## src/verilog/dctd_consts.svh

```systemverilog
// Purpose: named offsets, bit positions and counts of the dual counter block
// Assumes: included by the design module only
// Notes: definitions only
//
// Notes on behaviour
// RULE_01 - modulo mode reloads, single-pass mode stops
// RULE_02 - edge detector pulses on qualifying edges
// RULE_03 - edge select: falling, rising, both
// RULE_04 - glitch filter: none, four, eight cycles
// RULE_05 - idle counter A output inverts initial bit
// RULE_06 - outputs take initial bit at start
// RULE_07 - submode: normal, ping-pong, force B low/high
// RULE_08 - combined pin: AND, OR, NOR, NAND
// RULE_09 - pin enables route counter outputs out
// RULE_10 - input select and mode select bits
// RULE_11 - edge flags set, write one clears
// RULE_12 - software stops, sets single-pass, then enables
// RULE_13 - initial count not one; restart reloads
// RULE_14 - ping-pong alternates enables in hardware
// RULE_15 - ping-pong sets timeout at each terminal
// RULE_16 - timeout cleared only by writing one
// RULE_17 - counter B clock divide by 1/2/4/8
// RULE_18 - other counter starts next counting clock
// RULE_19 - reserved low bits read ones, ignore writes
`ifndef DCTD_CONSTS_SVH
`define DCTD_CONSTS_SVH

// ****************************************
// register offsets
// ****************************************
`define DCTD_OFF_ACTL 8'h00
`define DCTD_OFF_CMN 8'h01
`define DCTD_OFF_BCTL 8'h02
`define DCTD_OFF_XCTL 8'h03
`define DCTD_OFF_ALOAD 8'h04
`define DCTD_OFF_BLOADL 8'h05
`define DCTD_OFF_BLOADH 8'h06
`define DCTD_OFF_IRQ_ST 8'h07
`define DCTD_OFF_IRQ_EN 8'h08
`define DCTD_OFF_IRQ_CLR 8'h09

// ****************************************
// field positions
// ****************************************
`define DCTD_B_EN 7
`define DCTD_B_SINGLE 6
`define DCTD_B_TOUT 5
`define DCTD_B_PIN 0
`define DCTD_B_CMN_MODE 7
`define DCTD_B_CMN_SEL 6
`define DCTD_B_CMN_INIT_A 1
`define DCTD_B_CMN_INIT_B 0
`define DCTD_IRQ_TOUT_A 0
`define DCTD_IRQ_TOUT_B 1
`define DCTD_IRQ_RISE 2
`define DCTD_IRQ_FALL 3

// ****************************************
// values and counts
// ****************************************
`define DCTD_XCTL_RSVD 5'h1f
`define DCTD_TERM_COUNT 1
`define DCTD_FILT_SHORT 4'h4
`define DCTD_FILT_LONG 4'h8
`define DCTD_FILT_NONE 4'h0

`endif

```

## src/verilog/dctd_pkg.sv

```systemverilog
// Purpose: shared types of the dual counter block
// Assumes: dctd_consts.svh holds the numbers
// Notes: field codes follow the common control register
`default_nettype none
package dctd_pkg;
	typedef enum logic [1:0] {DCTD_SUB_NORMAL = 2'h0, DCTD_SUB_PINGPONG = 2'h1,
		DCTD_SUB_FORCE0 = 2'h2, DCTD_SUB_FORCE1 = 2'h3} dctd_sub_t;
	typedef enum logic [1:0] {DCTD_LOG_AND = 2'h0, DCTD_LOG_OR = 2'h1,
		DCTD_LOG_NOR = 2'h2, DCTD_LOG_NAND = 2'h3} dctd_logic_t;
	typedef enum logic [1:0] {DCTD_EDGE_FALL = 2'h0, DCTD_EDGE_RISE = 2'h1,
		DCTD_EDGE_BOTH = 2'h2, DCTD_EDGE_RSVD = 2'h3} dctd_edge_t;
endpackage
`default_nettype wire

```

## src/verilog/dctd_top.sv

```systemverilog
// Purpose: two down-counters with transmit outputs and an edge demodulator
// Assumes: one clock mclk, registers on a plain strobe port
// Notes: counter A runs on mclk, counter B on a divided tick
//
// Our own choice: the strobed register port.
`include "dctd_consts.svh"
`timescale 1ns/1ps
`default_nettype none
module dctd_top
	import dctd_pkg::*;
#(
	parameter int A_W = 8,
	parameter int B_W = 16,
	parameter int IRQ_W = 4
)(
	input wire logic mclk,
	input wire logic rst_b,
	input wire logic [7:0] reg_addr,
	input wire logic [7:0] reg_wdata,
	input wire logic reg_wr,
	input wire logic reg_rd,
	output logic [7:0] reg_rdata,
	input wire logic first_input_pin,
	input wire logic second_input_pin,
	output logic first_output_pin,
	output logic first_output_sel,
	output logic second_output_pin,
	output logic second_output_sel,
	output logic combined_output_pin,
	output logic combined_output_sel,
	output logic pos_edge,
	output logic neg_edge,
	output logic irq
);
	// ****************************************
	// state
	// ****************************************
	typedef struct packed {
		logic a_en;
		logic a_single;
		logic a_tout;
		logic [3:0] a_misc;
		logic a_pin;
		logic a_ran;
		logic a_pend;
		logic [A_W-1:0] load_a;
		logic [A_W-1:0] cnt_a;
		logic out_a;
		logic b_en;
		logic b_single;
		logic b_tout;
		logic [1:0] b_clk;
		logic [1:0] b_misc;
		logic b_pin;
		logic b_ran;
		logic b_pend;
		logic [B_W-1:0] load_b;
		logic [B_W-1:0] cnt_b;
		logic out_b;
		logic [2:0] pre;
		logic mode;
		logic sel;
		logic [1:0] logic_f;
		logic [1:0] sub;
		logic init_a;
		logic init_b;
		logic rise_f;
		logic fall_f;
		logic [2:0] x_hi;
		logic [1:0] s1;
		logic [1:0] s2;
		logic [1:0] s3;
		logic [1:0] in_v;
		logic [3:0] filt_cnt;
		logic filt_v;
		logic pos;
		logic neg;
		logic [IRQ_W-1:0] irq_st;
		logic [IRQ_W-1:0] irq_en;
		logic [7:0] rdata;
		logic p1;
		logic p2;
		logic p3;
	} dctd_state_t;

	dctd_state_t st_q;
	dctd_state_t st_d;

	// ****************************************
	// functions
	// ****************************************
	function automatic logic div_tick(input logic [2:0] pre, input logic [1:0] sel);
		logic t;
		t = 1'b1;
		case (sel)
			2'h0: t = 1'b1;
			2'h1: t = pre[0];
			2'h2: t = &pre[1:0];
			default: t = &pre;
		endcase
		return t;
	endfunction

	function automatic logic [3:0] filt_len(input logic [1:0] code);
		logic [3:0] n;
		n = `DCTD_FILT_NONE;
		case (code)
			2'h1: n = `DCTD_FILT_SHORT;
			2'h2: n = `DCTD_FILT_LONG;
			default: n = `DCTD_FILT_NONE;
		endcase
		return n;
	endfunction

	function automatic logic combine(input logic a, input logic b, input logic [1:0] op);
		logic r;
		r = 1'b0;
		case (op)
			DCTD_LOG_AND: r = a & b;
			DCTD_LOG_OR: r = a | b;
			DCTD_LOG_NOR: r = ~(a | b);
			default: r = ~(a & b);
		endcase
		return r;
	endfunction

	// ****************************************
	// next state
	// ****************************************
	always_comb
	begin
		logic wr_actl;
		logic wr_cmn;
		logic wr_bctl;
		logic start_a;
		logic start_b;
		logic tc_a;
		logic tc_b;
		logic tick_b;
		logic ping;
		logic raw;
		logic b_eff;
		logic [3:0] flen;
		logic [IRQ_W-1:0] ev;
		st_d = st_q;
		wr_actl = reg_wr && (reg_addr == `DCTD_OFF_ACTL);
		wr_cmn = reg_wr && (reg_addr == `DCTD_OFF_CMN);
		wr_bctl = reg_wr && (reg_addr == `DCTD_OFF_BCTL);
		start_a = 1'b0;
		start_b = 1'b0;
		tc_a = 1'b0;
		tc_b = 1'b0;
		ev = '0;
		raw = 1'b0;
		b_eff = 1'b0;
		flen = '0;
		st_d.pre = 3'(st_q.pre + 3'h1);
		tick_b = div_tick(st_q.pre, st_q.b_clk); // [RULE_17]
		ping = !st_q.mode && (st_q.sub == DCTD_SUB_PINGPONG);
		// software writes
		if (wr_actl)
		begin
			st_d.a_single = reg_wdata[`DCTD_B_SINGLE];
			st_d.a_misc = reg_wdata[4:1];
			st_d.a_pin = reg_wdata[`DCTD_B_PIN];
			if (reg_wdata[`DCTD_B_TOUT])
				st_d.a_tout = 1'b0; // [RULE_16]
			if (reg_wdata[`DCTD_B_EN] && !st_q.a_en)
				start_a = 1'b1;
			else if (!reg_wdata[`DCTD_B_EN])
			begin
				st_d.a_en = 1'b0;
				st_d.a_ran = 1'b0;
			end
		end
		if (wr_bctl)
		begin
			st_d.b_single = reg_wdata[`DCTD_B_SINGLE];
			st_d.b_clk = reg_wdata[4:3];
			st_d.b_misc = reg_wdata[2:1];
			st_d.b_pin = reg_wdata[`DCTD_B_PIN];
			if (reg_wdata[`DCTD_B_TOUT])
				st_d.b_tout = 1'b0; // [RULE_16]
			if (reg_wdata[`DCTD_B_EN] && !st_q.b_en)
				start_b = 1'b1;
			else if (!reg_wdata[`DCTD_B_EN])
			begin
				st_d.b_en = 1'b0;
				st_d.b_ran = 1'b0;
			end
		end
		if (wr_cmn)
		begin
			st_d.mode = reg_wdata[`DCTD_B_CMN_MODE]; // [RULE_10]
			st_d.sel = reg_wdata[`DCTD_B_CMN_SEL];
			st_d.logic_f = reg_wdata[5:4];
			st_d.sub = reg_wdata[3:2];
			if (!st_q.mode)
			begin
				st_d.init_a = reg_wdata[`DCTD_B_CMN_INIT_A];
				st_d.init_b = reg_wdata[`DCTD_B_CMN_INIT_B];
			end
			else
			begin
				if (reg_wdata[`DCTD_B_CMN_INIT_A])
					st_d.rise_f = 1'b0; // [RULE_11]
				if (reg_wdata[`DCTD_B_CMN_INIT_B])
					st_d.fall_f = 1'b0; // [RULE_11]
			end
		end
		// counter A
		if (st_q.a_en && st_d.a_en && !start_a)
		begin
			if (st_q.cnt_a == A_W'(`DCTD_TERM_COUNT))
			begin
				tc_a = 1'b1;
				st_d.out_a = ~st_q.out_a;
				st_d.cnt_a = st_q.load_a; // [RULE_01]
				if (st_q.a_single)
				begin
					st_d.a_en = 1'b0; // [RULE_01] [RULE_14]
					if (ping)
						st_d.b_pend = 1'b1; // [RULE_18]
				end
			end
			else
				st_d.cnt_a = A_W'(st_q.cnt_a - 1'b1);
		end
		// counter B, counting on its divided tick
		if (st_q.b_en && st_d.b_en && !start_b && tick_b)
		begin
			if (st_q.cnt_b == B_W'(`DCTD_TERM_COUNT))
			begin
				tc_b = 1'b1;
				st_d.out_b = ~st_q.out_b;
				st_d.cnt_b = st_q.load_b; // [RULE_01]
				if (st_q.b_single)
				begin
					st_d.b_en = 1'b0; // [RULE_01] [RULE_14]
					if (ping)
						st_d.a_pend = 1'b1; // [RULE_18]
				end
			end
			else
				st_d.cnt_b = B_W'(st_q.cnt_b - 1'b1);
		end
		// ping-pong handover, counter A counts on every mclk edge
		if (st_q.a_pend)
		begin
			st_d.a_pend = 1'b0;
			if (ping)
				start_a = 1'b1; // [RULE_14] [RULE_18]
		end
		if (st_q.b_pend && tick_b)
		begin
			st_d.b_pend = 1'b0;
			if (ping)
				start_b = 1'b1; // [RULE_14] [RULE_18]
		end
		if (!ping)
		begin
			st_d.a_pend = 1'b0;
			st_d.b_pend = 1'b0;
		end
		// a start always reloads, so a restart never resumes a stale count
		if (start_a)
		begin
			st_d.a_en = 1'b1;
			st_d.a_ran = 1'b1;
			st_d.cnt_a = st_q.load_a; // [RULE_13]
			st_d.out_a = st_d.init_a; // [RULE_06]
		end
		if (start_b)
		begin
			st_d.b_en = 1'b1;
			st_d.b_ran = 1'b1;
			st_d.cnt_b = st_q.load_b; // [RULE_13]
			st_d.out_b = st_d.init_b; // [RULE_06]
		end
		if (!st_d.a_en && !st_d.a_ran)
			st_d.out_a = ~st_d.init_a; // [RULE_05]
		if (!st_d.b_en && !st_d.b_ran)
			st_d.out_b = ~st_d.init_b;
		// timeout set wins over a clear in the same cycle
		if (tc_a)
			st_d.a_tout = 1'b1; // [RULE_15]
		if (tc_b)
			st_d.b_tout = 1'b1; // [RULE_15]
		// load registers
		if (reg_wr && (reg_addr == `DCTD_OFF_ALOAD))
			st_d.load_a = reg_wdata[A_W-1:0];
		if (reg_wr && (reg_addr == `DCTD_OFF_BLOADL))
			st_d.load_b[7:0] = reg_wdata;
		if (reg_wr && (reg_addr == `DCTD_OFF_BLOADH))
			st_d.load_b[B_W-1:8] = reg_wdata[B_W-9:0];
		if (reg_wr && (reg_addr == `DCTD_OFF_XCTL))
			st_d.x_hi = reg_wdata[7:5]; // [RULE_19]
		// input synchroniser, value counts once stages two and three agree
		st_d.s1 = {second_input_pin, first_input_pin};
		st_d.s2 = st_q.s1;
		st_d.s3 = st_q.s2;
		if (st_q.s2[0] == st_q.s3[0])
			st_d.in_v[0] = st_q.s3[0];
		if (st_q.s2[1] == st_q.s3[1])
			st_d.in_v[1] = st_q.s3[1];
		// glitch filter on the selected input
		raw = st_q.sel ? st_q.in_v[1] : st_q.in_v[0]; // [RULE_10] [RULE_02]
		flen = filt_len(st_q.sub); // [RULE_04]
		st_d.pos = 1'b0;
		st_d.neg = 1'b0;
		if (raw == st_q.filt_v)
			st_d.filt_cnt = '0;
		else if (4'(st_q.filt_cnt + 4'h1) >= flen)
		begin
			st_d.filt_cnt = '0;
			st_d.filt_v = raw; // [RULE_04]
			if (st_q.mode)
			begin
				if (raw && (st_q.logic_f == DCTD_EDGE_RISE || st_q.logic_f == DCTD_EDGE_BOTH))
					st_d.pos = 1'b1; // [RULE_02] [RULE_03]
				if (!raw && (st_q.logic_f == DCTD_EDGE_FALL || st_q.logic_f == DCTD_EDGE_BOTH))
					st_d.neg = 1'b1; // [RULE_02] [RULE_03]
			end
		end
		else
			st_d.filt_cnt = 4'(st_q.filt_cnt + 4'h1);
		if (st_d.pos)
			st_d.rise_f = 1'b1; // [RULE_11]
		if (st_d.neg)
			st_d.fall_f = 1'b1; // [RULE_11]
		// interrupt status, set wins over clear
		ev[`DCTD_IRQ_TOUT_A] = tc_a;
		ev[`DCTD_IRQ_TOUT_B] = tc_b;
		ev[`DCTD_IRQ_RISE] = st_d.pos;
		ev[`DCTD_IRQ_FALL] = st_d.neg;
		if (reg_wr && (reg_addr == `DCTD_OFF_IRQ_CLR))
			st_d.irq_st = st_q.irq_st & ~reg_wdata[IRQ_W-1:0];
		st_d.irq_st = st_d.irq_st | ev;
		if (reg_wr && (reg_addr == `DCTD_OFF_IRQ_EN))
			st_d.irq_en = reg_wdata[IRQ_W-1:0];
		// pins
		b_eff = st_q.out_b;
		if (!st_q.mode && st_q.sub == DCTD_SUB_FORCE0)
			b_eff = 1'b0; // [RULE_07]
		if (!st_q.mode && st_q.sub == DCTD_SUB_FORCE1)
			b_eff = 1'b1; // [RULE_07]
		st_d.p1 = st_q.a_pin & st_q.out_a; // [RULE_09]
		st_d.p2 = st_q.b_pin & b_eff; // [RULE_09]
		st_d.p3 = !st_q.mode && st_q.sel && combine(st_q.out_a, b_eff, st_q.logic_f); // [RULE_08]
		// read data, present only in the cycle after the strobe
		st_d.rdata = '0;
		if (reg_rd)
		begin
			case (reg_addr)
				`DCTD_OFF_ACTL: st_d.rdata = {st_q.a_en, st_q.a_single, st_q.a_tout,
					st_q.a_misc, st_q.a_pin};
				`DCTD_OFF_CMN: st_d.rdata = {st_q.mode, st_q.sel, st_q.logic_f, st_q.sub,
					st_q.mode ? st_q.rise_f : st_q.init_a,
					st_q.mode ? st_q.fall_f : st_q.init_b};
				`DCTD_OFF_BCTL: st_d.rdata = {st_q.b_en, st_q.b_single, st_q.b_tout,
					st_q.b_clk, st_q.b_misc, st_q.b_pin};
				`DCTD_OFF_XCTL: st_d.rdata = {st_q.x_hi, `DCTD_XCTL_RSVD}; // [RULE_19]
				`DCTD_OFF_ALOAD: st_d.rdata = 8'(st_q.load_a);
				`DCTD_OFF_BLOADL: st_d.rdata = st_q.load_b[7:0];
				`DCTD_OFF_BLOADH: st_d.rdata = 8'(st_q.load_b[B_W-1:8]);
				`DCTD_OFF_IRQ_ST: st_d.rdata = 8'(st_q.irq_st);
				`DCTD_OFF_IRQ_EN: st_d.rdata = 8'(st_q.irq_en);
				default: st_d.rdata = '0;
			endcase
		end
	end

	// ****************************************
	// registers
	// ****************************************
	always_ff @(posedge mclk or negedge rst_b)
	begin
		if (!rst_b)
			st_q <= '0;
		else
			st_q <= st_d;
	end

	// ****************************************
	// outputs
	// ****************************************
	assign reg_rdata = st_q.rdata;
	assign first_output_pin = st_q.p1;
	assign first_output_sel = st_q.a_pin;
	assign second_output_pin = st_q.p2;
	assign second_output_sel = st_q.b_pin;
	assign combined_output_pin = st_q.p3;
	assign combined_output_sel = !st_q.mode && st_q.sel;
	assign pos_edge = st_q.pos;
	assign neg_edge = st_q.neg;
	assign irq = |(st_q.irq_st & st_q.irq_en);
endmodule
`default_nettype wire

```

## config.mk

```make
export PLATFORM = sky130hd
export DESIGN_NAME = dctd_top
export DESIGN_NICKNAME = d
export VERILOG_FILES = /design/src/verilog/dctd_pkg.sv /design/src/verilog/dctd_top.sv
export VERILOG_INCLUDE_DIRS = /design/src /design/src/verilog
export SDC_FILE = /design/constraint.sdc
export NUM_CORES = 1
export LEC_CHECK = 0
export BUFFER_PORTS_ARGS = -buffer_cell sky130_fd_sc_hd__buf_2
export CAP_MARGIN = 20
export CORE_MARGIN = 3
export CORE_UTILIZATION = 45
export DETAILED_ROUTE_END_ITERATION = 8
export GPL_ROUTABILITY_DRIVEN = 0
export SLEW_MARGIN = 20
export SYNTH_ARGS = -nofsm -noshare
export SYNTH_HDL_FRONTEND = slang
export SYNTH_SLANG_ARGS = --single-unit
```

## constraint.sdc

```tcl
create_clock -name mclk -period 2.76 [get_ports mclk]
set_clock_uncertainty 0.1 [all_clocks]
set_input_delay 0.276 -clock mclk [delete_from_list [all_inputs] [get_ports mclk]]
set_output_delay 0.276 -clock mclk [all_outputs]
set_load 0.005 [all_outputs]
```

==> results of run 1 <==
## kinds of logic after synthesis
logic type | after synthesis | share of synthesized area (%)
muxes | 70 | 13.5
DFF | 120 | 48.7
AOI/OAI and AO/OA | 135 | 13.6
and+or+nand+nor | 184 | 16.3
buffers and inverters | 52 | 4.00
xor gates and xnor gates | 7 | 0.995
adders and majority gates | 15 | 2.96
## cell type report
class,count,area [um^2]
clock inverter,15,155
fill,1141,6110
clock buffer,17,425
tap,176,220
timing repair buffer,61,385
sequential,120,3000
multi-input combinational,411,2910
inverter,21,78.8
## worst paths after layout
check                              startpoint                     end
setup / recovery           st_q[22]$_DFF_PN0_      st_q[17]$_DFF_PN0_
hold / removal                         reg_rd  reg_rdata[0]$_DFF_PN0_
setup reg to reg           st_q[22]$_DFF_PN0_      st_q[17]$_DFF_PN0_
hold reg to reg            st_d[30]$_DFF_PN0_      st_d[28]$_DFF_PN0_
max in group asynchronous               rst_b    st_q[86]$_DFFE_PN0P_
min in group asynchronous               rst_b  reg_rdata[2]$_DFF_PN0_
## synthesized netlist by cell type, types with 3 or more instances
cell type | count | share of area, %
mux4_2 | 5 | 1.8
clkbuf_1 | 9 | 0.55
o211ai_1 | 7 | 0.85
o21ai_0 | 33 | 2.7
nand3_1 | 17 | 1.4
buf_4 | 10 | 1.2
a31oi_1 | 6 | 0.61
nand2_1 | 43 | 2.6
nor3_1 | 15 | 1.2
nor2b_1 | 8 | 0.81
nand4_1 | 6 | 0.61
xnor2_1 | 5 | 0.71
and2_1 | 3 | 0.30
nor2_1 | 40 | 2.4
a22oi_1 | 8 | 0.97
ha_1 | 13 | 2.6
a211oi_1 | 3 | 0.37
mux2i_1 | 14 | 2.3
nor4b_1 | 3 | 0.43
inv_1 | 21 | 1.3
mux2_1 | 4 | 0.73
o21ai_1 | 19 | 1.5
nand2b_1 | 7 | 0.71
a21o_1 | 8 | 0.97
a21oi_1 | 29 | 2.4
o221ai_1 | 4 | 0.57
nor4_1 | 9 | 0.91
dfrtp_1 | 120 | 49
and3_1 | 9 | 0.91
buf_2 | 11 | 0.89
mux2_2 | 46 | 8.4
o22ai_1 | 5 | 0.51
## layer usage
metal	up-vias	wire, um	GRT usage [%]
met2	183	7400	34.1
li1	2208	-	-
met3	30	963	4.62
met4	0	382	8.72
met1	2389	7290	31.9
met5	-	0	0
## what timing repair did
action,CTS,global route
hold buffers,3,0
setup buffers,0,0
endpoints found under the hold margin,43,0
## report_power, final
part	total (mW)	internal (mW)	switching, mW
logic	0.750	0.332	0.418
clock network	2.16	1.33	0.839
registers	2.17	1.95	0.219
total	5.08	3.61	1.48
==> results by group, run 1 <==
Outcome
  – Status: finished, final reports clean

Floorplanning
  – Die Span Y: between 100 and 150 um
  – Die ar.: 0.0151 mm^2
  – Initial Utilization: 46.4%
  – IO Pins: 39
  – Die width: 123 um
  – CORE AREA: 0.0133 mm^2
  – Row count: 42

Placement
  – Pre-CTS setup slack: 0.255 ns
  – Cell Count Post-Placement: 786
  – Hpwl dp: 11600 um
  – Area of placed instances: around 0.0066 mm^2
  – Port Buffers: 38

Cells and area
  – Most frequent cells in the layout: dfrtp_1 (120), mux2_2 (46), nand2_1 (43), nor2_1 (40), buf_2 (37)
  – Final #Nets: 667
  – N_diodes: 0
  – Final Non-Filler Cells: 821
  – Layout Utilization: a little over half
  – Max FFs per register: 101
  – Commonest non-fill, non-tap cell in the layout: dfrtp_1
  – Fraction of layout cells with a size suffix above 1: 25.0%
  – Top reg by flops: st_q
  – P&R area growth vs syn: 16.5%
  – Final instance area: 0.00718 mm^2

Run
  – Max-cap violation count: 0

Timing
  – Achievable frequency: 0.389 GHz
  – Period utilisation layout: 93.2%
  – Tightest Pin Transition: 0.961 ns
  – RSZ-0062 raised after global routing: no
  – Hold slack: around 0.033 ns
  – Final WS setup: around 0.19 ns
  – Hold Fails Final Rpt: 0
  – Relative slew slack: 35.1%
  – Sum of negative setup slack: 0 ns
  – Finish-stage setup viols: 0
  – Crit path time final: 2.57 ns
  – Slew Limit Fails: 0

Global routing
  – Largest net degree at the start of global routing: 57
  – Vias in the first global route: 4578
  – First-pass GRT wire length: 25500 um
  – All-Layer GR Usage: 22.5%
  – GR Overflow Total: 0
  – Antenna violations before repair: 0

CTS
  – Reg clk slew, reported paths: ~0.06 ns
  – Post_cts resized: 0
  – Num CTS Buffers: 17
  – Root Driver: clkbuf_16
  – CTS tree: built
  – Max clock buf depth: 2
  – CTS H-tree depth: 4
  – Clock latency on the worst-skew pair: 0.42 ns
  – CTS Sinks: between 100 and 150

Critical path
  – WP depth: 9
  – Worst setup EP type: flop
  – Worst reg-to-reg path cell count: 9
  – Crit-path slowest cell: nor4b_1
  – Setup Crit Path Kind: flop to flop
  – Type of origin of the critical path: flop
  – Worst-path fanout max: 5
  – Crit-path cells: ha_1 > xnor2_1 > ha_1 > nand2_1 > nand2_1 > a21oi_1 > nand2b_1 > nor4b_1 > a21o_1
  – CP Buf/Inv Count: 0
  – Required @ worst endpoint: 3.01 ns
  – Critical path arrival: 2.82 ns
  – Max stage delay on crit path: 0.79 ns
  – Delay-heaviest family, CP: simple AND/OR/NAND/NOR gates
  – R2R Setup Slk: between 0.15 and 0.2 ns

Synthesis
  – Post-Synthesis Cells: 583
  – Yosys warns: 0
  – Mapped Nets: 618
  – Synth cell types: 66
  – Mapped Avg Cell Area: between 10 and 15 um^2
  – EDFF count, synth: 0
  – Register area share after synthesis: approximately half
  – Async SR Flop Fraction: 100%
  – Syn Std Cell Area: 0.00616 mm^2
  – Ys flop type: dfrtp_1
  – Seq cells post-synth: 120

Pwr
  – Final Power: slightly above 5 mW
  – Leakage: ~3.4 nW
  – Power density cells: 707 mW/mm^2
  – Peak supply drop: 0.366 mV

Drt
  – Drc violations: 0
  – Final wirelength: 16000 um
  – Via count: a little under 5000
  – Vias per Instance: 5.86
  – DR pass1 iterations: 5
  – Initial DRC count: 466
  – Drt wl/cell: 19.5 um
  – Number of routed nets with antenna violations: 0

Hold path
  – Worst min path class: input pin to flop
  – WHS Path Cells: 2
Note: power is estimated with default switching activity, not from simulation.
==> inputs of run 2 (changes only) <==
- HOLD_SLACK_MARGIN: not set -> 0.06
==> run 2 against run 1 <==
Design area is 0.14% higher. Die area did not move. Sequential share of layout area decreased by 0.058 points. Register-to-register slack improved by 0.02 ns. Fmax increased by 0.86%. Critical path depth stayed put. Non-clock buffer count grew 1. Routed wire length up 0.26%. Count of clock-buffer cells in the layout unchanged. Worst setup slack improved by 0.022 ns. Global-route usage unchanged.
==> results by group, run 2 (synthesis gave the netlist of run 1 again) <==
Outcome
  – Status: finished, final reports clean

Critical path
  – RR Startpoint: st_q[22]$_DFF_PN0_
  – Setup Crit Path Kind: flop to flop
  – Crit-path cells: ha_1 > xnor2_1 > ha_1 > nand2_1 > nand2_1 > a21oi_1 > nand2b_1 > nor4b_1 > a21o_1
  – Crit-path slowest cell: nor4b_1
  – CP Buf/Inv Count: 0
  – Critical path arrival: roughly 2.8 ns
  – Type of origin of the critical path: flop
  – R2R Setup Slk: ~0.21 ns
  – Delay-heaviest family, CP: simple AND/OR/NAND/NOR gates
  – Required @ worst endpoint: 3.01 ns
  – FF-to-FF End: st_q[17]$_DFF_PN0_
  – Max stage delay on crit path: 0.78 ns
  – Worst setup EP type: flop
  – Worst-path fanout max: 5
  – Worst reg-to-reg path cell count: 9

CTS
  – CTS H-tree depth: 4
  – CTS Sinks: 120
  – Setup Buffers After CTS: 0
  – CTS tree: built
  – Root Driver: clkbuf_16
  – Reg clk slew, reported paths: 0.06 ns
  – Clock latency on the worst-skew pair: 0.42 ns
  – Num CTS Buffers: 17
  – Max clock buf depth: 2

Pwr
  – Power density cells: 707 mW/mm^2
  – Leakage: 3.37 nW
  – Peak supply drop: 0.366 mV

Global routing
  – First-pass GRT wire length: 25500 um
  – Antenna violations before repair: 0
  – GR Overflow Total: 0
  – Vias in the first global route: 4578
  – Largest net degree at the start of global routing: 57
  – All-Layer GR Usage: between 20% and 30%

Timing
  – Slew Limit Fails: 0
  – Achievable frequency: 0.392 GHz
  – RSZ-0062 raised after global routing: no
  – Relative slew slack: a little over a third
  – Sum of negative setup slack: 0 ns
  – Hold slack: 0.110 ns
  – Finish-stage setup viols: 0
  – Period utilisation layout: 92.4%
  – Crit path time final: ~2.6 ns
  – Hold Fails Final Rpt: 0
  – Tightest Pin Transition: 0.939 ns

Cells and area
  – P&R area growth vs syn: 16.7%
  – Final #Nets: approximately 670
  – Most frequent cells in the layout: dfrtp_1 (120), mux2_2 (46), nand2_1 (43), nor2_1 (40), buf_2 (37)
  – Max FFs per register: 101
  – Fill cell count: roughly 1100
  – Fraction of layout cells with a size suffix above 1: about a quarter
  – Top reg by flops: st_q
  – Commonest non-fill, non-tap cell in the layout: dfrtp_1
  – N_diodes: 0
  – Final instance area: 0.00719 mm^2

Placement
  – Area of placed instances: 0.00657 mm^2
  – Port Buffers: 38
  – Hpwl dp: 11600 um

Floorplanning
  – Die width: between 100 and 150 um
  – CORE AREA: ~0.013 mm^2
  – Die Span Y: 123 um
  – Initial Utilization: between 40% and 50%
  – Row count: 42
  – IO Pins: 39
  – Die ar.: approximately 0.015 mm^2

Drt
  – Drt wl/cell: 19.6 um
  – Final wirelength: ~16000 um
  – DR pass1 iterations: 7
  – Initial DRC count: 485
  – Vias per Instance: between 5 and 6
  – Via count: 4802
  – Drc violations: 0
  – Number of routed nets with antenna violations: 0

Hold path
  – WHS Path Cells: 3
  – Sink of the worst hold path: st_q[43]$_DFFE_PN0P_
  – Worst min path class: input pin to flop
  – Hold path startpoint: reg_wdata[4]

Run
  – Max-cap violation count: 0
-- run 2: worst min-delay path: stages --
cell,delay (ns)
buf_2,0.16
nand2_1,0.07
o21ai_0,0.07
-- run 2: area by class of cell --
cell class	count	area, um^2	share of cell area, %
clock buffer	17	425	5.92
tap	176	220	3.06
clock inverter	15	155	2.16
sequential	120	3000	41.8
multi-input combinational	411	2910	40.5
inverter	21	78.8	1.10
timing repair buffer	62	395	5.50
-- run 2: power breakdown --
part,internal (mW),switching (mW),leakage (nW)
clock network,1.33,0.840,0.267
registers,1.95,0.219,1.55
logic,0.333,0.417,1.55
-- run 2: per-layer routing --
metal / global-route usage [%] / wire length [um]
met4: 8.72 / 404
met5: 0 / 0
met1: 31.9 / 7380
met3: 4.57 / 987
met2: 34.1 / 7300
-- run 2: worst max path at each step --
stage | startpoint | to | slack [ns] | cells after the start
final | st_q[22]$_DFF_PN0_ | st_q[17]$_DFF_PN0_ | 0.21 | 9
after floorplan | st_q[47]$_DFF_PN0_ | st_q[66]$_DFFE_PN0P_ | 0.55 | 8
after global routing | st_q[22]$_DFF_PN0_ | st_q[17]$_DFF_PN0_ | 0.08 | 9
after detailed placement | st_q[22]$_DFF_PN0_ | st_q[17]$_DFF_PN0_ | 0.26 | 9
after CTS | st_q[22]$_DFF_PN0_ | st_q[17]$_DFF_PN0_ | 0.24 | 9
after global placement | st_q[22]$_DFF_PN0_ | st_q[38]$_DFFE_PN0P_ | 0.28 | 9
-- run 2: timing repair --
item | in CTS | in global routing
hold endpoints to repair | 46 | 0
resized for setup | 0 | 0
setup endpoints to repair | 0 | 0
hold buffers | 4 | 0
-- run 2: per-stage QoR --
step / instances / power, mW / utilization, % / setup WS, ns
after floorplan: 583 / 2.65 / - / 0.545
after global placement: 786 / 2.90 / 49.4 / 0.277
after detailed placement: 786 / 2.93 / 49.4 / 0.255
after CTS: 822 / 5.10 / 54.1 / 0.236
after global routing: 822 / 5.32 / 54.1 / 0.0758
final: 822 / 5.08 / 54.1 / 0.209
